<file path="config.mk">
export PLATFORM = sky130hd
export DESIGN_NAME = gpio_pin_clear_registers
export DESIGN_NICKNAME = d
export VERILOG_FILES = /design/src/hdl/gpio_clr_pkg.sv /design/src/hdl/pin_clear_port.sv /design/src/hdl/gpio_pin_clear_registers.sv
export VERILOG_INCLUDE_DIRS = /design/src /design/src/hdl
export SDC_FILE = /design/constraint.sdc
export NUM_CORES = 1
export LEC_CHECK = 0
export ABC_AREA = 1
export ABC_CLOCK_PERIOD_IN_PS = 1940
export BUFFER_PORTS_ARGS = -buffer_cell sky130_fd_sc_hd__buf_2
export CAP_MARGIN = 5
export CORE_ASPECT_RATIO = 0.9
export CORE_MARGIN = 2
export CORE_UTILIZATION = 40
export DETAILED_ROUTE_END_ITERATION = 10
export PLACE_DENSITY = 0.69
export SLEW_MARGIN = 20
export SYNTH_ARGS = -nofsm -noshare
export SYNTH_HDL_FRONTEND = slang
export SYNTH_HIERARCHICAL = 1
export SYNTH_SLANG_ARGS = --single-unit
</file>
<file path="constraint.sdc">
create_clock -name mclk -period 1.94 [get_ports mclk]
set_input_delay 0.291 -clock mclk [delete_from_list [all_inputs] [get_ports mclk]]
set_output_delay 0.291 -clock mclk [all_outputs]
set_load 0.01 [all_outputs]
</file>
<file path="src/hdl/gpio_clr_params.svh">
`ifndef GPIO_CLR_PARAMS_SVH
`define GPIO_CLR_PARAMS_SVH


// Documented register byte addresses
`define PORT0_CLR_ADDR    32'hFFFF0D28
`define PORT1_CLR_ADDR    32'hFFFF0D38
`define PORT2_CLR_ADDR    32'hFFFF0D48

// Data registers and the reserved-write status register
`define PORT0_DATA_ADDR   32'hFFFF0D20
`define PORT1_DATA_ADDR   32'hFFFF0D30
`define PORT2_DATA_ADDR   32'hFFFF0D40
`define RSVD_STATUS_ADDR  32'hFFFF0D50

// Implemented bits of each port, in the upper half-word
`define PORT0_PIN_MASK    32'h001F0000
`define PORT1_PIN_MASK    32'h00030000
`define PORT2_PIN_MASK    32'h00630000

// Field positions of the pin bits
`define PORT0_PIN_LSB     16
`define PORT1_PIN_LSB     16
`define PORT2_LO_LSB      16
`define PORT2_HI_LSB      21

// Reset values
`define CLR_RESET         32'h00000000
`define DATA_RESET        32'h00000000
`define RSVD_STATUS_RESET 3'h0

`endif

</file>
<file path="src/hdl/gpio_clr_pkg.sv">
package gpio_clr_pkg;

    typedef struct packed {
        logic        psel;
        logic        penable;
        logic        pwrite;
        logic [31:0] paddr;
        logic [31:0] pwdata;
    } apb_req_type;

    // port0: ext_pin_4..0, port1: ext_pin_6..5,
    // port2: ext_pin_13, ext_pin_12, ext_pin_8, ext_pin_7
    typedef struct packed {
        logic [4:0] port0;
        logic [1:0] port1;
        logic [3:0] port2;
    } pins_type;

    typedef enum logic [1:0] {
        BUS_IDLE  = 2'b01,
        BUS_READY = 2'b10
    } bus_state_type;

endpackage : gpio_clr_pkg

</file>
<file path="src/hdl/pin_clear_port.sv">
`include "gpio_clr_params.svh"

module pin_clear_port #(
    parameter logic [31:0] PIN_MASK = `PORT0_PIN_MASK
) (
    input  wire logic        mclk,
    input  wire logic        sys_rst,
    input  wire logic        clk_en,
    input  wire logic        clr_wr,
    input  wire logic        data_wr,
    input  wire logic [31:0] wdata,
    output logic      [31:0] clr_q,
    output logic      [31:0] out_q,
    output logic             rsvd_hit
);

    logic [31:0] clr_d;
    logic [31:0] out_d;
    logic [31:0] pin_bits;

    assign pin_bits = wdata & PIN_MASK;

    // Reserved bits written non-zero to the clear register are flagged; data writes are not checked
    assign rsvd_hit = clr_wr & (|(wdata & ~PIN_MASK));

    always_comb begin
        clr_d = clr_q;
        out_d = out_q;
        if (data_wr) begin
            out_d = pin_bits;
        end
        if (clr_wr) begin
            clr_d = pin_bits;
            out_d = out_q & ~pin_bits;
        end
    end

    always_ff @(posedge mclk) begin
        if (sys_rst) begin
            clr_q <= `CLR_RESET;
            out_q <= `DATA_RESET;
        end else if (clk_en) begin
            clr_q <= clr_d;
            out_q <= out_d;
        end
    end

endmodule : pin_clear_port

</file>
<file path="src/hdl/gpio_pin_clear_registers.sv">
`include "gpio_clr_params.svh"

module gpio_pin_clear_registers (
    input  wire logic                     mclk,
    input  wire logic                     sys_rst,
    input  wire logic                     clk_en,
    input  wire gpio_clr_pkg::apb_req_type apb_req,
    output logic                          pready,
    output logic                   [31:0] prdata,
    output logic                          pslverr,
    output gpio_clr_pkg::pins_type        pins
);

    gpio_clr_pkg::bus_state_type state_q;
    gpio_clr_pkg::bus_state_type state_d;

    logic [31:0] rdata_q;
    logic [31:0] rdata_d;
    logic        err_q;
    logic        err_d;
    logic [2:0]  rsvd_q;
    logic [2:0]  rsvd_d;

    logic        sel_clr0;
    logic        sel_clr1;
    logic        sel_clr2;
    logic        sel_dat0;
    logic        sel_dat1;
    logic        sel_dat2;
    logic        sel_stat;
    logic        mapped;
    logic        wr_fire;

    logic [31:0] clr0_q;
    logic [31:0] clr1_q;
    logic [31:0] clr2_q;
    logic [31:0] out0_q;
    logic [31:0] out1_q;
    logic [31:0] out2_q;
    logic [2:0]  rsvd_hit;

    // Full 32-bit compare: aliases would let stray writes clear pins
    assign sel_clr0 = (apb_req.paddr == `PORT0_CLR_ADDR);
    assign sel_clr1 = (apb_req.paddr == `PORT1_CLR_ADDR);
    assign sel_clr2 = (apb_req.paddr == `PORT2_CLR_ADDR);
    assign sel_dat0 = (apb_req.paddr == `PORT0_DATA_ADDR);
    assign sel_dat1 = (apb_req.paddr == `PORT1_DATA_ADDR);
    assign sel_dat2 = (apb_req.paddr == `PORT2_DATA_ADDR);
    assign sel_stat = (apb_req.paddr == `RSVD_STATUS_ADDR);

    assign mapped = sel_clr0 | sel_clr1 | sel_clr2 |
                    sel_dat0 | sel_dat1 | sel_dat2 | sel_stat;

    // Ready only once read data is registered and state may advance
    assign pready = apb_req.psel & apb_req.penable & clk_en &
                    (state_q == gpio_clr_pkg::BUS_READY);

    // Writes commit only at the completing access edge
    assign wr_fire = pready & apb_req.pwrite & mapped;

    assign prdata  = rdata_q;
    assign pslverr = err_q & pready;

    always_comb begin
        state_d = state_q;
        rdata_d = rdata_q;
        err_d   = err_q;
        case (state_q)
            gpio_clr_pkg::BUS_IDLE: begin
                if (apb_req.psel) begin
                    state_d = gpio_clr_pkg::BUS_READY;
                    err_d   = ~mapped;
                    rdata_d = 32'h00000000;
                    if (!apb_req.pwrite) begin
                        if (sel_clr0) begin
                            rdata_d = clr0_q;
                        end
                        if (sel_clr1) begin
                            rdata_d = clr1_q;
                        end
                        if (sel_clr2) begin
                            rdata_d = clr2_q;
                        end
                        if (sel_dat0) begin
                            rdata_d = out0_q;
                        end
                        if (sel_dat1) begin
                            rdata_d = out1_q;
                        end
                        if (sel_dat2) begin
                            rdata_d = out2_q;
                        end
                        if (sel_stat) begin
                            rdata_d = {29'h00000000, rsvd_q};
                        end
                    end
                end
            end
            gpio_clr_pkg::BUS_READY: begin
                if (pready) begin
                    state_d = gpio_clr_pkg::BUS_IDLE;
                end
            end
            default: begin
                state_d = gpio_clr_pkg::BUS_IDLE;
            end
        endcase
    end

    always_ff @(posedge mclk) begin
        if (sys_rst) begin
            state_q <= gpio_clr_pkg::BUS_IDLE;
            rdata_q <= 32'h00000000;
            err_q   <= 1'b0;
        end else if (clk_en) begin
            state_q <= state_d;
            rdata_q <= rdata_d;
            err_q   <= err_d;
        end
    end

    pin_clear_port #(
        .PIN_MASK (`PORT0_PIN_MASK)
    ) u_port0 (
        .mclk     (mclk),
        .sys_rst  (sys_rst),
        .clk_en   (clk_en),
        .clr_wr   (wr_fire & sel_clr0),
        .data_wr  (wr_fire & sel_dat0),
        .wdata    (apb_req.pwdata),
        .clr_q    (clr0_q),
        .out_q    (out0_q),
        .rsvd_hit (rsvd_hit[0])
    );

    pin_clear_port #(
        .PIN_MASK (`PORT1_PIN_MASK)
    ) u_port1 (
        .mclk     (mclk),
        .sys_rst  (sys_rst),
        .clk_en   (clk_en),
        .clr_wr   (wr_fire & sel_clr1),
        .data_wr  (wr_fire & sel_dat1),
        .wdata    (apb_req.pwdata),
        .clr_q    (clr1_q),
        .out_q    (out1_q),
        .rsvd_hit (rsvd_hit[1])
    );

    pin_clear_port #(
        .PIN_MASK (`PORT2_PIN_MASK)
    ) u_port2 (
        .mclk     (mclk),
        .sys_rst  (sys_rst),
        .clk_en   (clk_en),
        .clr_wr   (wr_fire & sel_clr2),
        .data_wr  (wr_fire & sel_dat2),
        .wdata    (apb_req.pwdata),
        .clr_q    (clr2_q),
        .out_q    (out2_q),
        .rsvd_hit (rsvd_hit[2])
    );

    // reserved-bit writes to the clear registers flagged; a new hit wins over a W1C
    always_comb begin
        rsvd_d = rsvd_q;
        if (wr_fire & sel_stat) begin
            rsvd_d = rsvd_q & ~apb_req.pwdata[2:0];
        end
        rsvd_d = rsvd_d | rsvd_hit;
    end

    always_ff @(posedge mclk) begin
        if (sys_rst) begin
            rsvd_q <= `RSVD_STATUS_RESET;
        end else if (clk_en) begin
            rsvd_q <= rsvd_d;
        end
    end

    assign pins.port0 = out0_q[`PORT0_PIN_LSB +: 5];
    assign pins.port1 = out1_q[`PORT1_PIN_LSB +: 2];
    assign pins.port2 = {out2_q[`PORT2_HI_LSB +: 2], out2_q[`PORT2_LO_LSB +: 2]};

endmodule : gpio_pin_clear_registers

</file>
# [Word-level counts from Yosys, hierarchy flattened]
# Index checks and enable logic that the tools add are counted.
[word_totals] regBits=145 latch_bits=0 ram_bits=0 romBits=0 input_bits=70 out_inout_bits=45 elab_cells=85 memories=0
[op_classes] addsub=0 mul=0 div=0 magnitude_cmp=0 eq_ne=11 shift=0 n_mux=18 n_bitwise=32 reduce_logical=14
[op_table] cell="$mux W32" count=13
[op_table] cell="$eq A32 B32 Y1 const B" count=7
[op_table] cell="$and A32 B32 Y32" count=3
[op_table] cell="$not A18 Y32" count=1
[op_table] cell="$not A21 Y32" count=1
[op_table] cell="$not A23 Y32" count=1
[op_table] cell="$reduce_or A30 Y1" count=1
[op_table] cell="$reduce_or A28 Y1" count=1
[op_table] cell="$reduce_or A27 Y1" count=1
[op_table] cell="$mux W21" count=1
[op_table] cell="$and A1 B1 Y1" count=16
[op_table] cell="$reduce_and A2 Y1" count=6
[op_table] cell="$or A1 B1 Y1" count=6
[op_table] cell="$reduce_and A3 Y1" count=2
[op_table] cell="$reduce_bool A2 Y1" count=3
[op_table] cell="$mux W2" count=2
[op_table] cell="$ne A2 B2 Y1 const B" count=2
[op_table] cell="$pmux W2 S2" count=1
[op_table] cell="$and A3 B3 Y3" count=1
[op_table] cell="$mux W3" count=1
[op_table] cell="$not A3 Y3" count=1
[op_table] cell="$or A3 B3 Y3" count=1
[op_table] cell="$eq A2 B1 Y1 const B" count=1
[op_table] cell="$eq A2 B2 Y1 const B" count=1
[op_table] cell="$not A1 Y1" count=1

# [Depth between registers and ports, before layout]
[logic_depth] depth_word=11 ltp_mapped=17 mapped_depth_nobuf=17

# [Modules after synthesis]
# The synthesis kept the hierarchy.
[modules_own_cells] module="gpio_pin_clear_registers" instances=1 cells_per_inst=828 area_each_um2=4329.2 seq_area_each_um2=760.7
[modules_own_cells] module="pin_clear_port (u_port0)" instances=1 cells_per_inst=133 area_each_um2=892.1 seq_area_each_um2=200.2
[modules_own_cells] module="pin_clear_port (u_port2)" instances=1 cells_per_inst=128 area_each_um2=849.6 seq_area_each_um2=160.2
[modules_own_cells] module="pin_clear_port (u_port1)" instances=1 cells_per_inst=113 area_each_um2=733.2 seq_area_each_um2=80.1

# [Worst setup path after synthesis]
# No wires, ideal clock.
[synth_timing] kind="input to register" start="input port apb_req[32] in the netlist's numbering" end="register u_port0.out_q[17]" setup_time_ns=0.132 t_arrival_ns=1.981 required_ns=1.808 path_slack_ns=-0.173 cell_stages=16 cell_sequence="inv_1 nand2_1 nor2_4 inv_2 nor2_4 nand3_2 o21ai_0 nor3_1 nand3_1 nand3_1 nor2_1 nand2_2 nand2_2 o21ai_1 nand2_1 a21oi_1"
[synth_via] elab_chain_cells=11
[synth_rtl] element="start: declaration" line_no="gpio_pin_clear_registers.sv:7" text="input wire gpio_clr_pkg::apb_req_type apb_req,"
[synth_rtl] element="$eq A32 B32 Y1 (no source line)"
[synth_rtl] element="$or A1 B1 Y1 (3 in a row)" line_no="gpio_pin_clear_registers.sv:51" text="assign mapped = sel_clr0 | sel_clr1 | sel_clr2 |"
[synth_rtl] element="$or A1 B1 Y1 (3 in a row)" line_no="gpio_pin_clear_registers.sv:52" text="sel_dat0 | sel_dat1 | sel_dat2 | sel_stat;"
[synth_rtl] element="$and A1 B1 Y1" line_no="gpio_pin_clear_registers.sv:59" text="assign wr_fire = pready & apb_req.pwrite & mapped;"
[synth_rtl] element="$and A1 B1 Y1 (on tied branches)" line_no="gpio_pin_clear_registers.sv:129, gpio_pin_clear_registers.sv:128"
[synth_rtl] element="$reduce_bool A2 Y1 (no source line)"
[synth_rtl] element="$reduce_and A2 Y1 (no source line)"
[synth_rtl] element="end signal: assignment" line_no="pin_clear_port.sv:41" text="out_q <= `DATA_RESET;"
[synth_rtl] element="end signal: assignment" line_no="pin_clear_port.sv:44" text="out_q <= out_d;"
[synth_rtl] element="end: declaration" line_no="pin_clear_port.sv:13" text="output logic [31:0] out_q,"
# Parallel ways exist; a longest one is shown, timed or not.
# A chain may end at the register's enable or synchronous reset.

# [Worst setup path in the final report]
[layout_timing] start="input port apb_req[47] in the netlist's numbering" end="register u_port1.out_q[17]"
[layout_via] elab_chain_cells=11
[layout_rtl] element="$eq A32 B32 Y1 (no source line)"
[layout_rtl] element="$or A1 B1 Y1 (3 in a row)" line_no="gpio_pin_clear_registers.sv:51"
[layout_rtl] element="$or A1 B1 Y1 (3 in a row)" line_no="gpio_pin_clear_registers.sv:52"
[layout_rtl] element="$and A1 B1 Y1" line_no="gpio_pin_clear_registers.sv:59"
[layout_rtl] element="$and A1 B1 Y1 (on tied branches)" line_no="gpio_pin_clear_registers.sv:143, gpio_pin_clear_registers.sv:142"
[layout_rtl] element="$reduce_bool A2 Y1 (no source line)"
[layout_rtl] element="$reduce_and A2 Y1 (no source line)"
[layout_rtl] element="end signal: assignment" line_no="pin_clear_port.sv:41"
[layout_rtl] element="end signal: assignment" line_no="pin_clear_port.sv:44"
[layout_rtl] element="end: declaration" line_no="pin_clear_port.sv:13"
# Parallel ways exist; a longest one is shown, timed or not.

==> results.md <==
* Met1 global-route usage at 0.236
* Sw Share at 0.257
* Drt first pass iters at 5
* Grt met2 use at 0.296
* Gate power share at 0.121
* Nets at 1420
* Total Routing Usage GR at 0.178
* GRT busiest layer: met2
* Fin crit share at 0.949
* CTS Hold Buffers Added at 0
* Layout cells sized above 1 at 0.221
* Vias per cell at 4.07
* Worst-path maximum fanout at 6
* Final Max Slew Viols at 0
* GR met3 Demand/Resource at 0.0400
* Synth Cell Area at 0.00680 mm²
* Synth area leaders: buf_4 (19%), dfxtp_1 (18%), nand2_1 (16%), nor2_1 (14%), inv_1 (8.0%)
* Starting DRT DRC Count at 337
* Flop pwr share at 0.363
* Cell Count, Final, Fillers Out at 1566
* Max-cap viol count at 0
* Multi-input gate area at 0.00426 mm²
* Clk slew on worst S/H paths at 0.06 ns
* Number of synthesized register bits at 60
* Pwr/cell area at 441 mW/mm²
* Startpoint Class: input pin
* Hold_ws at 0.252 ns
* Status: finished, final reports clean
* Hold-critical path depth at 3
* CP Class: in2reg
* Pin count of the biggest net entering global routing at 39
* Buffers added on ports at 114
* FF-to-FF path depth at 8
* P_leak at 3.82 nW
* Most used DFF post-synth: dfxtp_1
* Final Hold Viols at 0
* Post-cts resize count at 0
* Register area at 0.00120 mm²
* Number of remaining DRC errors at 0
* H-Tree Depth at 3
* Antenna cells at 0
* Clock root buffer: clkbuf_16
* Register area share after synthesis at 0.177
* Die W at 141 µm
* GRT overflow at 0
* Syn Area/Cell at 5.66 µm²
* Max Buffers Root-to-Sink at 2
* Top Ports at 115
* Most common cell in the netlist: nand2_1
* Routed wire length at 15500 µm
* Initial antenna violation count at 0
* Area share of the largest cell type after synthesis at 0.191
* P_sw at 0.880 mW
* CTS tree: done
* CP Capture Type: register
* Worst vdd ir at 0.000403 V
* Yosys top cell by area: buf_4
* Clk_skew at 0.00909 ns
* Clock sinks at 60
* Post-CTS setup buffer count at 0
* Die Y at 128 µm
* WL/cell at 9.87 µm
* Post-Place Setup Slack at -0.297 ns
* Worst min-delay path category: in2reg
* Filler cells at 1786
* CP arrival at 2.11 ns
* Int Pwr at 2.55 mW
* Final-report setup violation count at 0
* Core Box Area at 0.0168 mm²
* Vias at 6378
* Crit path time final at 1.84 ns
* Asr flop ratio synth at 0
* Worst-skew pair later-pin latency at 0.34 ns
* CP required at 2.21 ns
* Maximum clock rate at 0.543 GHz
* Layout area overhead at 14.3%
* First-pass GRT wire length at 26500 µm
* Post-synth top cells: nand2_1 (281), nor2_1 (257), buf_4 (173)
* Ys Warns at 6
* Rows at 45
* Setup ws final at 0.0984 ns
* Unrepaired setup endpoints after global routing: true
* ANT nets after route at 0
* Cell variety after synth at 33
* Post-synth EDFFs at 0
* Synthesized instance count at 1202
* Initial core utilization at 0.406
* Number of global-route vias before repair at 5816
* Num CTS Buffers at 9
* DP Wirelength at 11800 µm
* GP Congestion at 0.868
* Die area at 0.0181 mm²
* Clock network power share at 0.516
* Cells after DPL at 1550
worst max-delay path, stage by stage:
cell,delay [ns]
buf_2,0.14
inv_8,0.03
nand2_2,0.05
nor2_2,0.04
nand2_2,0.12
nor2_4,0.06
nand2_4,0.10
o21ai_1,0.07
nor3_1,0.23
nand3_2,0.15
nand3_4,0.18
nor2_2,0.07
o21ai_0,0.30
o21ai_0,0.15
a21oi_1,0.13
metal layers:
layer  vias to the layer above  wire [µm]
li1                       3591          -
met1                      2640       7670
met2                       133       6800
met3                        14        797
met4                         0        186
met5                         -          0
through the flow:
stage	setup TNS, ns	area (µm²)	power (mW)	utilization
final	0	7770	3.43	0.463
after global routing	-0.0740	7770	3.60	0.463
after CTS	0	7750	3.45	0.462
after detailed placement	-5.22	7420	1.67	0.442
after global placement	-3.28	7420	1.67	0.442
after floorplan	0	7510	1.74	-
flip-flops by register name, indices dropped and copies added, names as in the netlist:
register / flops
u_port1/out_q: 2
rsvd_q: 3
err_q: 1
u_port1/clr_q: 2
prdata: 32
u_port0/clr_q: 5
u_port0/out_q: 5
state_q: 2
u_port2/clr_q: 4
u_port2/out_q: 4
layout by cell type, fill, tap and decap left out, drive strengths merged, types with 3 or more instances in the layout:
cell | Yosys | routed
buf | 195 | 174
nor2 | 297 | 297
a21oi | 111 | 111
nand3 | 29 | 29
nand4 | 8 | 8
nor3 | 6 | 6
o21ai | 24 | 24
nand2 | 293 | 293
clkinv | 1 | 3
dfxtp | 60 | 60
inv | 156 | 157
conb | 3 | 170
clkbuf | 9 | 10
a21boi | 3 | 3
cells by family (layout without fill, tap and decap cells):
group / Yosys count / in the layout / synth area share
AND/OR/NAND/NOR: 638 / 638 / 0.404
buffers and inverters: 361 / 347 / 0.301
flip-flops: 60 / 60 / 0.177
AO/OA/AOI/OAI: 140 / 140 / 0.116
other: 3 / 170 / 0.00165
power by group through the flow:
stage                     logic [mW]  registers (mW)  clock network, mW
final                          0.415            1.24               1.77
after global routing           0.485            1.24               1.87
after CTS                      0.405            1.24               1.81
after detailed placement       0.405            1.27                  0
after global placement         0.400            1.27                  0
after floorplan                0.471            1.27                  0
cell type report:
class	instances	share of cell area
repair buffers	174	0.144
flip-flops and latches	60	0.155
well taps	211	0.0340
clock inverters	6	0.0111
clock buffers	10	0.0307
inverters	157	0.0776
multi-input cells	948	0.549
worst paths after layout:
path | end | slack (ns) | from
setup / recovery | u_port1/out_q[17]$_SDFFE_PP0P_ | 0.1 | apb_req[47]
hold / removal | u_port0/clr_q[18]$_SDFFE_PP0P_ | 0.25 | apb_req[18]
setup reg to reg | u_port1/out_q[17]$_SDFFE_PP0P_ | 0.26 | state_q[1]$_SDFFE_PP0P_
hold reg to reg | prdata[23]$_SDFFE_PP0P_ | 0.46 | prdata[23]$_SDFFE_PP0P_
No activity file was read; power rests on OpenSTA's default activity.
